### src/lpc_pkg.sv
package lpc_pkg;

  // ****************************************
  // Time base
  // ****************************************
  localparam int CLK_PERIOD_NS = 5;
  localparam int MS_NS         = 1000000;
  localparam int MS_TICK_CYC   = MS_NS / CLK_PERIOD_NS;
  localparam int TENTH_MS      = 100;
  localparam int SEC_TENTHS    = 1000 / TENTH_MS;
  localparam int PULSE_MS      = 125;
  localparam int TUNE_OUT_MS   = 2000;
  localparam int TUNE_TENTHS   = TUNE_OUT_MS / TENTH_MS;
  localparam int RECOV_MS      = 500;
  localparam int RECOV_TENTHS  = RECOV_MS / TENTH_MS;
  localparam int PEAK_HOLD_MS  = 2000;
  localparam int PEAK_TENTHS   = PEAK_HOLD_MS / TENTH_MS;
  localparam int DISP_OFF_MIN  = 15;
  localparam int DISP_TENTHS   = DISP_OFF_MIN * 60000 / TENTH_MS;
  localparam int TMR_W         = 14;

  // ****************************************
  // Register map
  // ****************************************
  localparam logic [7:0] ADDR_CH_STRIDE = 8'h10;
  localparam logic [7:0] OFS_CFG        = 8'h00;
  localparam logic [7:0] OFS_DLY        = 8'h04;
  localparam logic [7:0] OFS_EXT        = 8'h08;
  localparam logic [7:0] OFS_MAXP       = 8'h0c;
  localparam logic [7:0] ADDR_OPT       = 8'h20;
  localparam logic [7:0] ADDR_STAT      = 8'h24;
  localparam logic [7:0] ADDR_PEAK      = 8'h28;

  localparam int CFG_SENS_LSB   = 0;
  localparam int CFG_FREQ_LSB   = 4;
  localparam int CFG_PULSE_BIT  = 7;
  localparam int CFG_EXTCTL_BIT = 8;
  localparam int CFG_EOG_BIT    = 9;

  localparam logic [3:0] SENS_CALL = 4'h9;
  localparam logic [3:0] SENS_OFF  = 4'ha;
  localparam logic [3:0] RST_SENS  = 4'h4;
  localparam logic [2:0] RST_FREQ  = 3'h0;

  typedef enum logic [5:0] {
    ST_IDLE   = 6'h01,
    ST_DELAY  = 6'h02,
    ST_DETECT = 6'h04,
    ST_EXTEND = 6'h08,
    ST_WAIT   = 6'h10,
    ST_PULSE  = 6'h20
  } lpc_state_t;

endpackage

### src/lpc_call_timing.sv
module lpc_call_timing
  import lpc_pkg::*;
#(
  parameter int NCH    = 2,
  parameter int MS_CYC = MS_TICK_CYC
)(
  input  wire logic                  clk_sys,
  input  wire logic                  reset,
  input  wire logic [7:0]            reg_addr,
  input  wire logic [31:0]           reg_wdata,
  input  wire logic                  reg_wr,
  input  wire logic                  reg_rd,
  output logic      [31:0]           reg_rdata,
  input  wire logic [NCH-1:0]        loop_occupied,
  input  wire logic [NCH-1:0]        loop_fault,
  input  wire logic [NCH-1:0]        phase_green_pin,
  input  wire logic [NCH-1:0][7:0]   dll_value,
  output logic      [NCH-1:0]        call_out,
  output logic      [NCH-1:0]        osc_enable,
  output logic      [NCH-1:0][3:0]   sens_level,
  output logic      [NCH-1:0][2:0]   freq_sel,
  output logic      [NCH-1:0]        chan_reset,
  output logic      [NCH-1:0]        tune_out,
  output logic      [NCH-1:0]        fast_recover,
  output logic      [1:0]            disp_on,
  output logic      [NCH-1:0][7:0]   dll_peak
);

  // ****************************************
  // Time base
  // ****************************************
  localparam int DIV_W = $clog2(MS_CYC + 1);

  logic [DIV_W-1:0] ms_div;
  logic [6:0]       tenth_div;
  logic             ms_tick;
  logic             tenth_tick;
  wire              ms_wrap    = ms_div == DIV_W'(MS_CYC - 1);
  wire              tenth_wrap = tenth_div == 7'(TENTH_MS - 1);

  always_ff @(posedge clk_sys or posedge reset)
  begin
    if (reset)
    begin
      ms_div     <= '0;
      tenth_div  <= '0;
      ms_tick    <= 1'b0;
      tenth_tick <= 1'b0;
    end
    else
    begin
      ms_div     <= ms_wrap ? '0 : ms_div + DIV_W'(1);
      ms_tick    <= ms_wrap;
      tenth_tick <= ms_tick && tenth_wrap;
      if (ms_tick)
        tenth_div <= tenth_wrap ? '0 : tenth_div + 7'd1;
    end
  end

  function automatic logic [TMR_W-1:0] to_tenths(input logic [9:0] secs);
    to_tenths = TMR_W'(secs) * TMR_W'(SEC_TENTHS);
  endfunction

  // ****************************************
  // Display options, shared by both channels
  // ****************************************
  logic [1:0][TMR_W-1:0] disp_tmr;
  wire                   wr_opt = reg_wr && reg_addr == ADDR_OPT;

  for (genvar d = 0; d < 2; d++)
  begin : g_disp
    // Bit 0 inductance, bit 1 change display; power loss is a reset
    always_ff @(posedge clk_sys or posedge reset)
    begin
      if (reset)
      begin
        disp_on[d]  <= 1'b0;
        disp_tmr[d] <= '0;
      end
      else if (wr_opt)
      begin
        disp_on[d]  <= reg_wdata[d];
        disp_tmr[d] <= TMR_W'(DISP_TENTHS);
      end
      else if (tenth_tick && disp_on[d])
      begin
        disp_tmr[d] <= disp_tmr[d] - TMR_W'(1);
        if (disp_tmr[d] == TMR_W'(1))
          disp_on[d] <= 1'b0;
      end
    end
  end

  // ****************************************
  // Channels
  // ****************************************
  logic [NCH-1:0]            pulse_mode;
  logic [NCH-1:0]            ext_ctl;
  logic [NCH-1:0]            eog_bit;
  logic [NCH-1:0][7:0]       dly;
  logic [NCH-1:0][7:0]       ext;
  logic [NCH-1:0][9:0]       maxp;
  logic [NCH-1:0]            gs1;
  logic [NCH-1:0]            gs2;
  logic [NCH-1:0]            gs3;
  logic [NCH-1:0]            green;
  logic [NCH-1:0]            green_d;
  lpc_state_t                st [NCH];
  lpc_state_t                next_st [NCH];
  logic [NCH-1:0][TMR_W-1:0] tmr;
  logic [NCH-1:0][TMR_W-1:0] next_tmr;
  logic [NCH-1:0][TMR_W-1:0] mp;
  logic [NCH-1:0][TMR_W-1:0] next_mp;
  logic [NCH-1:0][6:0]       pc;
  logic [NCH-1:0][6:0]       next_pc;
  logic [NCH-1:0][2:0]       rc;
  logic [NCH-1:0][2:0]       next_rc;
  logic [NCH-1:0][4:0]       hold;
  logic [NCH-1:0]            blk;
  logic [NCH-1:0]            next_blk;
  logic [NCH-1:0]            rst_ev;
  logic [NCH-1:0]            tune_ev;
  logic [NCH-1:0][31:0]      rd_ch;
  logic [NCH*8-1:0]          stat_bits;
  logic [NCH*8-1:0]          peak_bits;

  for (genvar g = 0; g < NCH; g++)
  begin : g_ch
    wire [7:0] ch_base  = 8'(g) * ADDR_CH_STRIDE;
    wire       hit_cfg  = reg_addr == ch_base + OFS_CFG;
    wire       hit_dly  = reg_addr == ch_base + OFS_DLY;
    wire       hit_ext  = reg_addr == ch_base + OFS_EXT;
    wire       hit_maxp = reg_addr == ch_base + OFS_MAXP;

    wire f_call   = sens_level[g] == SENS_CALL;
    wire f_off    = sens_level[g] >= SENS_OFF;
    wire forced   = f_call || f_off;
    wire occ      = loop_occupied[g];
    wire mp_on    = maxp[g] != 10'h000;
    wire eog_eff  = eog_bit[g] && mp_on;
    wire ext_ok   = ext[g] != 8'h00 && (!ext_ctl[g] || green[g]);
    wire g_fall   = green_d[g] && !green[g];
    wire presence = next_st[g] == ST_DETECT || next_st[g] == ST_EXTEND || next_st[g] == ST_WAIT;
    wire next_call = f_call || (!f_off && (pulse_mode[g] ? next_pc[g] != 7'h00 : presence));

    assign rd_ch[g] = hit_cfg  ? 32'({eog_bit[g], ext_ctl[g], pulse_mode[g], freq_sel[g], sens_level[g]}) :
                      hit_dly  ? 32'(dly[g]) :
                      hit_ext  ? 32'(ext[g]) :
                      hit_maxp ? 32'(maxp[g]) : 32'h0000_0000;
    assign stat_bits[g*8 +: 8] = {loop_fault[g], call_out[g], st[g]};
    assign peak_bits[g*8 +: 8] = dll_peak[g];

    always_ff @(posedge clk_sys or posedge reset)
    begin
      if (reset)
      begin
        sens_level[g] <= RST_SENS;
        freq_sel[g]   <= RST_FREQ;
        pulse_mode[g] <= 1'b0;
        ext_ctl[g]    <= 1'b0;
        eog_bit[g]    <= 1'b0;
        dly[g]        <= 8'h00;
        ext[g]        <= 8'h00;
        maxp[g]       <= 10'h000;
      end
      else if (reg_wr)
      begin
        if (hit_cfg)
        begin
          sens_level[g] <= reg_wdata[CFG_SENS_LSB +: 4];
          freq_sel[g]   <= reg_wdata[CFG_FREQ_LSB +: 3];
          pulse_mode[g] <= reg_wdata[CFG_PULSE_BIT];
          ext_ctl[g]    <= reg_wdata[CFG_EXTCTL_BIT];
          eog_bit[g]    <= reg_wdata[CFG_EOG_BIT];
        end
        if (hit_dly)
          dly[g] <= reg_wdata[7:0];
        if (hit_ext)
          ext[g] <= reg_wdata[7:0];
        if (hit_maxp)
          maxp[g] <= reg_wdata[9:0];
      end
    end

    // Phase green is a pin; a change counts once two late stages agree
    always_ff @(posedge clk_sys or posedge reset)
    begin
      if (reset)
      begin
        gs1[g]     <= 1'b0;
        gs2[g]     <= 1'b0;
        gs3[g]     <= 1'b0;
        green[g]   <= 1'b0;
        green_d[g] <= 1'b0;
      end
      else
      begin
        gs1[g]     <= phase_green_pin[g];
        gs2[g]     <= gs1[g];
        gs3[g]     <= gs2[g];
        green_d[g] <= green[g];
        if (gs2[g] == gs3[g])
          green[g] <= gs3[g];
      end
    end

    always_comb
    begin
      next_st[g]  = st[g];
      next_tmr[g] = (tenth_tick && tmr[g] != '0) ? tmr[g] - TMR_W'(1) : tmr[g];
      next_mp[g]  = mp[g];
      next_pc[g]  = (ms_tick && pc[g] != 7'h00) ? pc[g] - 7'd1 : pc[g];
      next_rc[g]  = (tenth_tick && rc[g] != 3'h0) ? rc[g] - 3'd1 : rc[g];
      // Blocking holds off re-detection until a retuned loop reads empty
      next_blk[g] = blk[g] && occ;
      rst_ev[g]   = 1'b0;
      tune_ev[g]  = 1'b0;
      if (forced)
        next_st[g] = ST_IDLE;
      else
      begin
        case (st[g])
          ST_IDLE:
            if (occ && !blk[g])
            begin
              if (pulse_mode[g])
              begin
                next_st[g]  = ST_PULSE;
                next_tmr[g] = TMR_W'(TUNE_TENTHS);
                next_pc[g]  = 7'(PULSE_MS);
              end
              else if (dly[g] == 8'h00 || green[g])
              begin
                next_st[g] = ST_DETECT;
                next_mp[g] = to_tenths(maxp[g]);
              end
              else
              begin
                next_st[g]  = ST_DELAY;
                next_tmr[g] = to_tenths(10'(dly[g]));
              end
            end
            // A tuned-out vehicle leaving must also get the recovery window
            else if (!occ && blk[g] && pulse_mode[g])
              next_rc[g] = 3'(RECOV_TENTHS);
          ST_DELAY:
            if (!occ)
              next_st[g] = ST_IDLE;
            else if (green[g] || tmr[g] == '0)
            begin
              next_st[g] = ST_DETECT;
              next_mp[g] = to_tenths(maxp[g]);
            end
          ST_DETECT:
          begin
            if (tenth_tick && mp[g] != '0)
              next_mp[g] = mp[g] - TMR_W'(1);
            if (mp_on && mp[g] == '0)
            begin
              if (eog_eff)
                next_st[g] = ST_WAIT;
              else
                rst_ev[g] = 1'b1;
            end
            else if (!occ)
            begin
              if (ext_ok)
              begin
                next_st[g]  = ST_EXTEND;
                next_tmr[g] = TMR_W'(ext[g]);
              end
              else
                next_st[g] = ST_IDLE;
            end
            // Otherwise the call stays for as long as the zone is held
          end
          ST_EXTEND:
            if (occ)
              next_st[g] = ST_DETECT;
            else if (tmr[g] == '0)
              next_st[g] = ST_IDLE;
          ST_WAIT:
            if (!occ)
              next_st[g] = ST_IDLE;
            else if (g_fall && !loop_fault[g])
              rst_ev[g] = 1'b1;
          ST_PULSE:
            if (!occ)
            begin
              next_st[g] = ST_IDLE;
              next_rc[g] = 3'(RECOV_TENTHS);
            end
            else if (tmr[g] == '0)
            begin
              tune_ev[g]  = 1'b1;
              next_blk[g] = 1'b1;
              next_st[g]  = ST_IDLE;
            end
          default:
            next_st[g] = ST_IDLE;
        endcase
        if (rst_ev[g])
        begin
          next_st[g]  = ST_IDLE;
          next_blk[g] = 1'b1;
        end
      end
    end

    always_ff @(posedge clk_sys or posedge reset)
    begin
      if (reset)
      begin
        st[g]           <= ST_IDLE;
        tmr[g]          <= '0;
        mp[g]           <= '0;
        pc[g]           <= 7'h00;
        rc[g]           <= 3'h0;
        blk[g]          <= 1'b0;
        call_out[g]     <= 1'b0;
        osc_enable[g]   <= 1'b0;
        chan_reset[g]   <= 1'b0;
        tune_out[g]     <= 1'b0;
        fast_recover[g] <= 1'b0;
      end
      else
      begin
        st[g]           <= next_st[g];
        tmr[g]          <= next_tmr[g];
        mp[g]           <= next_mp[g];
        pc[g]           <= next_pc[g];
        rc[g]           <= next_rc[g];
        blk[g]          <= next_blk[g];
        call_out[g]     <= next_call;
        osc_enable[g]   <= !forced;
        chan_reset[g]   <= rst_ev[g];
        tune_out[g]     <= tune_ev[g];
        fast_recover[g] <= next_rc[g] != 3'h0;
      end
    end

    // Peak is refreshed by a larger value or once the hold has run out
    always_ff @(posedge clk_sys or posedge reset)
    begin
      if (reset)
      begin
        dll_peak[g] <= 8'h00;
        hold[g]     <= 5'h00;
      end
      else if (disp_on[1] && call_out[g])
      begin
        if (dll_value[g] > dll_peak[g] || hold[g] == 5'h00)
        begin
          dll_peak[g] <= dll_value[g];
          hold[g]     <= 5'(PEAK_TENTHS);
        end
        else if (tenth_tick)
          hold[g] <= hold[g] - 5'd1;
      end
    end

  end

  // ****************************************
  // Register read
  // ****************************************
  logic [31:0] rd_any;
  wire  [31:0] rd_glob = (reg_addr == ADDR_OPT)  ? 32'(disp_on) :
                         (reg_addr == ADDR_STAT) ? 32'(stat_bits) :
                         (reg_addr == ADDR_PEAK) ? 32'(peak_bits) : 32'h0000_0000;

  always_comb
  begin
    rd_any = rd_glob;
    for (int i = 0; i < NCH; i++)
      rd_any = rd_any | rd_ch[i];
  end

  always_ff @(posedge clk_sys or posedge reset)
  begin
    if (reset)
      reg_rdata <= 32'h0000_0000;
    else
      reg_rdata <= reg_rd ? rd_any : 32'h0000_0000;
  end

endmodule

### config.mk
export PLATFORM = sky130hd
export DESIGN_NAME = lpc_call_timing
export DESIGN_NICKNAME = d
export VERILOG_FILES = /design/src/lpc_pkg.sv /design/src/lpc_call_timing.sv
export SDC_FILE = /design/constraint.sdc
export NUM_CORES = 1
export LEC_CHECK = 0
export BUFFER_PORTS_ARGS = -buffer_cell sky130_fd_sc_hd__buf_2
export CAP_MARGIN = 25
export CORE_AREA = 4 4 218 178
export DETAILED_ROUTE_END_ITERATION = 8
export DIE_AREA = 0 0 222 182
export SETUP_SLACK_MARGIN = 0.02
export SYNTH_ARGS = -nofsm -noshare
export SYNTH_HDL_FRONTEND = slang
export SYNTH_SLANG_ARGS = --single-unit
### constraint.sdc
create_clock -name clk_sys -period 9.6 [get_ports clk_sys]
set_input_delay 1.44 -clock clk_sys [delete_from_list [all_inputs] [get_ports clk_sys]]
set_output_delay 1.44 -clock clk_sys [all_outputs]
set_load 0.01 [all_outputs]
After elaboration in Yosys (flattened, before gate mapping):

Index checks and enable logic that the tools add are counted.
W data, S select, Z words.

* register bits: 281
* input port bits: 66
* output and inout port bits: 74
* word-level logic and storage cells: 396

* add/subtract/negate cells: 14
* $mul: 4
* magnitude comparators: 4
* eq/ne operators: 48
* mux-type cells: 148
* bitwise gates (word level): 4
* reduce and logical (&&, ||, !) cells: 113

Operator list (count)
* $mux W14: 32
* $mux W6: 26
* $pmux W14 S3: 2
* $sub A14 B1 Y14 const B: 6
* $mux W10: 8
* $mux W7: 11
* $pmux W6 S6: 2
* $mux W16: 4
* $logic_not A14 Y1: 4
* $pmux W14 S2: 2
* $reduce_bool A14 Y1: 4
* $mux W1: 38
* $mux W3: 12
* $logic_and A1 B1 Y1: 34
* $eq A8 B5 Y1 const B: 4
* $or A16 B10 Y16: 2
* $eq A14 B1 Y1 const B: 2
* $reduce_and A2 Y1: 14
* $reduce_bool A7 Y1: 4
* $mul A10 B3 Y13 const B: 2
* $eq A6 B3 Y1 const B: 4
* $eq A6 B4 Y1 const B: 4
* $eq A6 B5 Y1 const B: 4
* $eq A8 B6 Y1 const B: 3
* other kinds (33): 107

Depth between registers and ports, before layout:

Gate-level depths: netlist of the first run.

* depth after elaboration: 15
* depth in mapped cells: 11
* depth with buffers taken out: 11

Worst setup path after synthesis of the first run:

Ideal clock, no wire load.

* kind: input-to-reg
* from: input dll_value[9] (netlist bit)
* to: register dll_peak[10] (netlist bit)
* data arrival time: 3.342 ns
* required time: 9.475 ns
* setup slack: 6.133 ns
* stages: 9
* buffers on the path: 1
* cell sequence: ha_1 > nor2b_1 > o21a_1 > o21a_1 > o21ai_0 > a21oi_1 > o211ai_1 > clkbuf_1 > mux2_2

* word-level cells in the longest chain between the ends: 3

RTL lines
* from (decl): line lpc_call_timing.sv:17 `input wire logic [NCH-1:0][7:0] dll_value,`
* $gt A8 B8 Y1: line lpc_call_timing.sv:352 `if (dll_value[g] > dll_peak[g] || hold[g] == 5'h00)`
* $logic_or A1 B1 Y1: line lpc_call_timing.sv:352
* $reduce_and A2 Y1 (no source line)
* to (signal, indexed assignment): line lpc_call_timing.sv:354 `dll_peak[g] <= dll_value[g];`
* to (decl): line lpc_call_timing.sv:26 `output logic [NCH-1:0][7:0] dll_peak`

Every way passes these cells.
A chain may end at the register's enable or synchronous reset.

==> results of run 1 <==
## kinds of logic after synthesis
| kind of cell | Yosys count | synth area share |
|---|---|---|
| other cells | 1 | 0.0002306 |
| simple gates | 558 | 0.1739 |
| xor+xnor | 105 | 0.05655 |
| compound gates | 373 | 0.1507 |
| buf+inv | 153 | 0.03993 |
| flops | 281 | 0.4327 |
| fa+ha+maj | 103 | 0.08070 |
| mux | 95 | 0.06532 |
## state kept, by name, indices dropped and copies added, names as in the netlist, 6 cells and up
name and cells:
sens_level 8, freq_sel 6, st 12, dll_peak 16, mp 28, rc 6, maxp 20, hold 10
pc 14, tenth_div 7, disp_tmr 28, tmr 28, ms_div 18, reg_rdata 16, ext 16, dly 16
## through the flow
| step | cell area [µm²] | hold slack, ns | worst slack (ns) |
|---|---|---|---|
| 6_report | 18320 | 0.3603 | 5.826 |
| 5_1_grt | 18320 | 0.3650 | 5.398 |
| 4_1_cts | 18290 | 0.3609 | 5.824 |
| 3_5_place_dp | 17160 | 0.3491 | 5.234 |
| 3_3_place_gp | 17150 | 0.3398 | 5.284 |
| 2_1_floorplan | 16320 | 0.3312 | 0.4161 |
## layout make-up
class | count | area [µm²] | share of cell area
Clock inverter | 15 | 307.8 | 0.01680
Multi-Input combinational cell | 1250 | 8633 | 0.4713
Tap cell | 487 | 609.3 | 0.03327
Timing Repair Buffer | 112 | 593.1 | 0.03238
Clock buffer | 39 | 825.8 | 0.04509
Sequential cell | 281 | 7037 | 0.3842
Antenna cell | 1 | 2.502 | 0.0001366
Inverter | 80 | 307.8 | 0.01680
## placed cells by master (no fill, tap or decap), types with 7 or more instances in the layout
cell / netlist / routed
sky130_fd_sc_hd__dfrtp_1: 277 / 277
sky130_fd_sc_hd__nand2_1: 135 / 135
sky130_fd_sc_hd__nor2_1: 126 / 126
sky130_fd_sc_hd__buf_2: 6 / 102
sky130_fd_sc_hd__ha_1: 96 / 96
sky130_fd_sc_hd__mux2_2: 89 / 89
sky130_fd_sc_hd__a21oi_1: 85 / 85
sky130_fd_sc_hd__o21ai_0: 82 / 82
sky130_fd_sc_hd__inv_1: 78 / 77
sky130_fd_sc_hd__xnor2_1: 68 / 68
sky130_fd_sc_hd__nand3_1: 52 / 52
sky130_fd_sc_hd__nor3_1: 46 / 46
sky130_fd_sc_hd__nor4_1: 43 / 43
sky130_fd_sc_hd__xor2_1: 37 / 37
sky130_fd_sc_hd__a22oi_1: 32 / 32
sky130_fd_sc_hd__clkbuf_16: 0 / 31
sky130_fd_sc_hd__and2_1: 22 / 22
sky130_fd_sc_hd__a31oi_1: 22 / 22
sky130_fd_sc_hd__nand4_1: 18 / 18
sky130_fd_sc_hd__a21o_1: 18 / 18
sky130_fd_sc_hd__o22ai_1: 18 / 18
sky130_fd_sc_hd__conb_1: 1 / 16
sky130_fd_sc_hd__and3_1: 15 / 15
sky130_fd_sc_hd__nand3b_1: 15 / 15
sky130_fd_sc_hd__nor2b_1: 13 / 13
sky130_fd_sc_hd__or3_1: 13 / 13
sky130_fd_sc_hd__a22o_1: 13 / 13
sky130_fd_sc_hd__nand2b_1: 12 / 12
sky130_fd_sc_hd__a221oi_1: 12 / 12
sky130_fd_sc_hd__or4_1: 11 / 11
sky130_fd_sc_hd__o21bai_1: 10 / 10
sky130_fd_sc_hd__o211ai_1: 9 / 9
sky130_fd_sc_hd__bufinv_16: 0 / 9
sky130_fd_sc_hd__buf_4: 16 / 9
sky130_fd_sc_hd__nor4b_1: 7 / 7
sky130_fd_sc_hd__nor3b_1: 7 / 7
## metal layers
metal  wire, µm  GRT usage
met5         18          0
met4        947    0.04960
met3       2598    0.04219
met2      19260     0.3284
met1      20150     0.3025
## worst max-delay path by stage
stage	endpoint	slack [ns]
after floorplan	blk[0]$_DFF_PP0_	0.42
after global placement	disp_tmr[9]$_DFFE_PP0P_	5.28
after detailed placement	disp_tmr[23]$_DFFE_PP0P_	5.23
after CTS	disp_tmr[25]$_DFFE_PP0P_	5.82
after global routing	tmr[0]$_DFF_PP0_	5.40
final	tmr[0]$_DFF_PP0_	5.83
## report_power, final
part	leakage, nW	total [mW]	internal [mW]	switching, mW
Combinational	4.29	1.11	0.463	0.649
Sequential	3.55	1.62	1.37	0.242
Clock	0.555	1.33	0.845	0.490
Total	8.40	4.06	2.68	1.38
## critical path, stage by stage, from the launching register on
cell and delay [ns]:
sky130_fd_sc_hd__dfrtp_1 0.53, sky130_fd_sc_hd__nor4_1 0.57, sky130_fd_sc_hd__nand2_1 0.59, sky130_fd_sc_hd__a31oi_1 0.72, sky130_fd_sc_hd__nand2_1 0.19, sky130_fd_sc_hd__a21oi_1 0.76, sky130_fd_sc_hd__o21ai_0 0.24
## synth_stat cells, drive strengths merged, types with 6 or more instances
| master | instances | area, µm² |
|---|---|---|
| or2 | 6 | 37.54 |
| nor3b | 7 | 52.55 |
| ha | 96 | 1201 |
| mux2 | 89 | 1002 |
| xor2 | 37 | 324.1 |
| inv | 78 | 292.8 |
| o31ai | 6 | 45.04 |
| or3 | 13 | 81.33 |
| nand4 | 18 | 112.6 |
| a22oi | 32 | 240.2 |
| and2 | 22 | 137.6 |
| o21ai | 84 | 420.4 |
| clkbuf | 48 | 180.2 |
| nand2 | 135 | 506.7 |
| nor2b | 13 | 81.33 |
| a211oi | 7 | 57.55 |
| a221oi | 12 | 105.1 |
| dfrtp | 277 | 6932 |
| nand3b | 15 | 112.6 |
| mux2i | 6 | 60.06 |
| a31oi | 22 | 137.6 |
| a21o | 18 | 135.1 |
| xnor2 | 68 | 595.6 |
| a22o | 13 | 113.9 |
| a21oi | 85 | 425.4 |
| nand2b | 12 | 75.07 |
| nand3 | 52 | 260.3 |
| or4 | 12 | 93.84 |
| o211ai | 9 | 67.56 |
| nor2 | 126 | 473.0 |
| nor3 | 46 | 230.2 |
| nor4 | 44 | 281.5 |
| nor4b | 7 | 61.31 |
| buf | 25 | 168.9 |
| and3 | 15 | 93.84 |
| o21bai | 10 | 75.07 |
| o22ai | 18 | 112.6 |
==> results.md, run 1 <==
Logic synthesis:
- Counting flops with a built-in enable in the synthesized netlist gives 0.
- The mapped netlist covers about 16000 µm².
- The fraction of registers with async set/reset is 1.000.
- The cell count after synthesis is about 1700.
- The proportion of synthesized chip area in sequential cells is 0.4327.
- For this run, the leading register cell type out of synthesis is sky130_fd_sc_hd__dfrtp_1.
- Counting flops and latches in the post-synthesis netlist gives 281.
- The number of warning messages in the yosys log is 0.
- The average cell area after synthesis is 9.744 µm².
- The distinct cell type count of the synthesized netlist is between 80 and 90.

Floorplan:
- For this design the top-level I/O count stands at 140.
- The die is roughly 220 µm wide.
- From bottom edge to top edge, the die measures about 180 µm.
- The floorplan has 63 rows.
- The full die area is around 40000 µm².
- The starting density of the core is 0.4446.
- The placeable core region is about 37000 µm².

Route:
- The number of detailed-route iterations in the first pass is 7.
- Summed over all layers, the routed wires come to between 40 and 50 mm.
- Using the TritonRoute via totals, the vias-per-cell ratio works out to 5.720.
- The violation count after the first detailed-routing iteration is 1126.
- For this block, the via count after detailed routing is 12956.
- Dividing the detail-routed wire length by the instance count gives 18.97 µm.
- The antenna violation net count after detailed routing is 0.
- The detailed-route DRC error count is 0.

STA:
- Setup violations remaining at the end of the flow were counted as 0.
- For the final routed database, the setup TNS stands at 0 ns.
- The final hold violation count is 0.
- The number of max-slew violations in the final report came to 0.
- The post-route fraction of the period consumed by the critical path is 0.3932.
- The clock skew after layout is 0.02406 ns.
- The headroom to the max-slew limit is 0.3301.
- Setup repair after global routing left no endpoint under its margin.
- The fmax is about 260 MHz.
- At the pin with the least slew margin, the transition time is about 1 ns.
- The minimum clock period is 3.774 ns.

Finish:
- The fraction of the core area covered by cells at the end of the flow is 0.5008.
- The proportion of layout cells with a drive suffix above 1 is 0.1542.
- Relative to the synthesized area, the layout overhead comes to 12.62%.
- The count of placed standard cells in the final layout, fillers left out is approximately 2300.
- After filler insertion, the fill cell instance count of the layout stands at about 3400.
- The number of nets at the end of the flow is around 1900.

Clock network:
- The root buffer selected by CTS is sky130_fd_sc_hd__clkbuf_16.
- The depth of the CTS H-tree is 1.
- The clock passes through at most 3 buffers.
- TritonCTS created 30 clock buffers.
- The number of clock sinks is around 280.
- The number of setup buffers added after CTS is 0.
- For this design, the CTS-stage hold fixing added 0 buffers.
- The number of instances resized during post-cts repair is 0.
- At the later pin of the worst-skew pair, clock insertion delay measures around 0.58 ns.
- The clock-pin transition on the worst setup and hold timing paths is 0.06 ns.
- The clock tree from TritonCTS is yes.

GRT:
- The total track usage is 0.2099.
- The largest net degree at the start of global routing is 120.
- The number of global-route vias before repair is approximately 13000.
- After global routing the overflow that remains totals 0.
- The number of antenna violations at the first check in global routing came to 2.
- The first global-routing pass estimated 70.02 mm of wire.

Setup path:
- Setup slack on the worst reg-to-reg path comes out at ~5.8 ns.
- The required arrival time at the worst endpoint is roughly 10 ns.
- The critical path endpoint category is a register.
- Data on the critical path arrives at its endpoint at 4.16 ns.
- The critical path starts at st[10]$_DFF_PP0_.
- Along the worst path, the maximum fanout reaches 22.
- The depth of the worst register-to-register path is 6.
- The worst setup path is launched from a register.
- In this run the critical register-to-register path is launched from st[10]$_DFF_PP0_.
- In this run the critical register-to-register path is captured at tmr[0]$_DFF_PP0_.
- By startpoint and endpoint, the worst setup path is classified as reg2reg.

Place:
- Once detailed placement completed, the half-perimeter wirelength came to between 30 and 40 mm.
- Input and output buffers added on the ports amount to 101.
- The number of instances in the placed design is 2208.
- The congestion estimate from routability-driven global placement came to approximately 0.92.

Power:
- Summing internal, switching and leakage power gives roughly 4.1 mW.
- The power per cell area is 221.8 nW/µm².
- The analysis attributes to cell leakage a power of between 8 and 9 nW.
- Across the VDD grid, the largest voltage drop is 0.0001446 V.

Hold path:
- The worst hold path begins at gs1[0]$_DFF_PP0_.
- The hold path depth is 0.
- The path with the worst hold slack has its endpoint at gs2[0]$_DFF_PP0_.
- The path class of the tightest hold or removal check is reg2reg.

Run:
- Across the run, the number of max-cap violations was 0.

Status:
- The run finished with clean final reports.
(Power assumes the default switching activity.)
==> run 2: changes to the inputs <==
==> constraint.sdc (replaced) <==
create_clock -name clk_sys -period 3.1 [get_ports clk_sys]
set_input_delay 0.465 -clock clk_sys [delete_from_list [all_inputs] [get_ports clk_sys]]
set_output_delay 0.465 -clock clk_sys [all_outputs]
set_load 0.01 [all_outputs]
==> run 2 against run 1 <==
  * Utilization grew 0.66 points
  * Clock skew grew 0.0035 ns
  * Flip-flop and latch count is the same
  * Sequential share of layout area shrank 0.50 points
  * Maximum frequency grew 34%
  * Cell count grew 2.0%
  * Global-route usage grew 0.37 points
  * Wire length grew 2.3%
  * Clock-buffer cell count grew 4
  * Combinational power grew to 3.3 times the previous value
  * Highest routed layer is now met4
==> results.md, run 2 (synthesis gave the netlist of run 1 again) <==
Status:
- The flow ran to the end, and the final reports show no timing, DRC or antenna violations.

Setup path:
- STA classifies the critical path startpoint as a register.
- The worst register-to-register path has a depth of 10.
- Along the worst path, the maximum fanout reaches 5.
- Data arrives at the worst endpoint at 3.28 ns.
- The required arrival time at the worst endpoint is 3.57 ns.
- The type of the worst setup path is reg2reg.
- STA classifies the critical path endpoint as a register.

Run:
- The number of max-capacitance violations reported is 0.

Power:
- The proportion of power drawn by combinational gates is 0.297.
- Across the VDD grid, the largest voltage drop is about 0.00056 V.
- Power spread over the standard cell area amounts to approximately 660 nW/µm².
- For this design the total switching power over the nets is ~4.3 mW.
- The internal power summed over all cells is just under 8 mW.
- The share of total power consumed by net switching is 0.3500.
- In this run the static leakage power is between 8 and 9 nW.
- The clock group share of total power is 0.295.
- Of the total power, registers draw 0.408.

Route:
- After detailed routing, the average wire length per cell comes to 19.02 µm.
- Summing over every cut layer, the via total after detailed routing is approximately 13000.
- The detailed-route vias per instance is roughly 5.7.
- The first detailed-routing pass ran for 5 iterations.
- The detail route stage leaves a number of antenna-violating nets equal to 0.
- After detailed routing, the number of remaining DRC violations is 0.
- The first routing iteration left about 1200 violations.
- For this block, the routed nets add up to ~44 mm of wire.

Floorplan:
- The floorplan die height is between 150 and 200 µm.
- After floorplanning, the core was sized to cover ~37000 µm².
- In this run the horizontal extent of the chip is 222 µm.
- The initial utilization of the core area, before any placement, comes to 0.4446.
- The floorplan row count is 63.
- 140 I/O pins were placed.
- The floorplan step defined a die boundary enclosing slightly above 40000 µm².

STA:
- The number of setup violations in the final report is 0.
- On the final layout, the worst clock skew is roughly 0.028 ns.
- The slew at the pin with the worst max-slew slack is ~0.76 ns.
- The final hold violation count is 0.
- The worst path in the final design needs a cycle of 2.806 ns, including I/O delays and setup.
- The headroom to the max-slew limit is 0.4865.
- Setup repair after global routing left no endpoint under its margin.
- The fmax is between 300 and 400 MHz.
- The number of max-slew violations in the final report is 0.
- Hold is met by about 0.14 ns.
- The post-route fraction of the period consumed by the critical path is 0.9053.

Clock network:
- The number of clock sinks is between 200 and 300.
- Clock tree synthesis inserted a total of 30 buffers.
- The depth of the CTS H-tree is 1.
- In this run the clock root is driven by a sky130_fd_sc_hd__clkbuf_16.
- The number of gates resized after CTS was 0.
- TritonCTS built the clock tree.
- Clock latency on the worst-skew pair, taken at its later pin, is 0.58 ns.
- The clock-pin transition on the worst setup and hold timing paths is approximately 0.070 ns.
- The longest clock path from root to sink contains 3 buffers.

Hold path:
- The worst hold path passes through 2 cells.
- The worst hold path belongs to the class in2reg.

GRT:
- The global-route wire length before repair is roughly 70 mm.
- Entering global routing, the biggest net connects 97 pins.
- The number of global-route vias before repair is 12761.
- The number of antenna violations at the first check in global routing is 1.
- Across every metal layer, demand over resource in global routing totals 0.2136.
- For this run the aggregate overflow at the end of global routing stands at 0.

Finish:
- Leaving out fill and tap cells, the most frequent cells in the layout are sky130_fd_sc_hd__dfrtp_1 (277), sky130_fd_sc_hd__nand2_1 (135), sky130_fd_sc_hd__nor2_1 (126), sky130_fd_sc_hd__buf_2 (101), sky130_fd_sc_hd__ha_1 (96).
- The fraction of the core area covered by cells at the end of the flow is 0.5074.
- In the final layout, the registers with the most flip-flops are disp_tmr (28), mp (28), tmr (28).
- Of the cells placed in the final design, the portion with a size suffix greater than 1 is 0.1733.
- The area growth from synthesis to layout is 14.10%.
- The filler cells instantiated in the layout total 3457.
- Leaving out fill and tap cells, the most frequent cell in the layout is sky130_fd_sc_hd__dfrtp_1.
- For this run, the post-layout net count is between 1500 and 2000.

Place:
- The wire-length estimate of the detail-placed layout is approximately 33 mm.
- Port buffering added 101 buffers.
- Routability-driven placement finished with a final weighted congestion of 0.9151.
-- run 2: changes by cell type in the layout (fill, tap and decap cells not counted), moves of 2 or more --
cell / delta
sky130_fd_sc_hd__buf_4: +40
sky130_fd_sc_hd__bufinv_16: -7
sky130_fd_sc_hd__buf_12: +4
sky130_fd_sc_hd__clkbuf_8: +3
sky130_fd_sc_hd__clkinv_2: +3
sky130_fd_sc_hd__dlygate4sd3_1: +3
sky130_fd_sc_hd__clkinvlp_4: +2
-- run 2: path summary, 6_finish.rpt --
check	to	slack (ns)	start
max	mp[26]$_DFFE_PP0P_	0.29	maxp[13]$_DFFE_PP0P_
min in group asynchronous	ms_div[5]$_DFF_PP0_	0.45	reset
max in group asynchronous	sens_level[6]$_DFFE_PP1P_	1.74	reset
min reg2reg	gs2[1]$_DFF_PP0_	0.35	gs1[1]$_DFF_PP0_
min	dll_peak[8]$_DFFE_PP0P_	0.14	dll_value[8]
max reg2reg	mp[26]$_DFFE_PP0P_	0.29	maxp[13]$_DFFE_PP0P_
-- run 2: per-stage QoR --
stage	worst slack, ns	instance area, µm²	power, mW	TNS, ns	std cells
finish	0.2936	18560	12.19	0	2311
floorplan	-1.083	16320	7.427	-300.37	1684
CTS	0.2839	18550	12.26	0	2309
global route	0.09980	18550	13.00	0	2310
detailed placement	0.3536	17540	8.612	0	2252
global placement	0.3804	17540	8.528	0	2252
-- run 2: power groups by stage --
stage	sequential [mW]	combinational, mW	clock, mW
3_5_place_dp	5.02	3.59	0
3_3_place_gp	5.01	3.52	0
5_1_grt	5.07	4.08	3.85
6_report	4.98	3.62	3.60
2_1_floorplan	4.83	2.59	0
4_1_cts	4.97	3.61	3.68
-- run 2: final cells by class --
| type | instances | area (µm²) | share of cell area |
|---|---|---|---|
| antenna | 1 | 2.502 | 0.0001349 |
| clock buffer | 43 | 870.8 | 0.04693 |
| clock inverter | 11 | 111.4 | 0.006001 |
| inverter | 80 | 304.0 | 0.01638 |
| multi-input combinational | 1250 | 8633 | 0.4652 |
| sequential | 281 | 7037 | 0.3792 |
| tap | 487 | 609.3 | 0.03284 |
| timing repair buffer | 158 | 988.4 | 0.05327 |
-- run 2: critical path: stages, from the launching register on --
cell and delay (ns):
sky130_fd_sc_hd__dfrtp_1 0.44, sky130_fd_sc_hd__ha_1 0.32, sky130_fd_sc_hd__ha_1 0.24, sky130_fd_sc_hd__fa_1 0.41, sky130_fd_sc_hd__a21o_1 0.18, sky130_fd_sc_hd__a21oi_1 0.23
sky130_fd_sc_hd__o21bai_1 0.11, sky130_fd_sc_hd__a31oi_1 0.24, sky130_fd_sc_hd__mux2i_1 0.11, sky130_fd_sc_hd__o221ai_1 0.18, sky130_fd_sc_hd__a21bo_2 0.24
-- run 2: what timing repair did --
item	in CTS	in global routing
endpoints found under the hold margin	15	0
setup buffers	0	0
hold buffers	3	0
-- run 2: routing by layer --
layer  part of all wire  global-route usage
met5                  0                   0
met4              0.029             0.05754
met3              0.056             0.03491
met2               0.45              0.3335
met1               0.46              0.3107
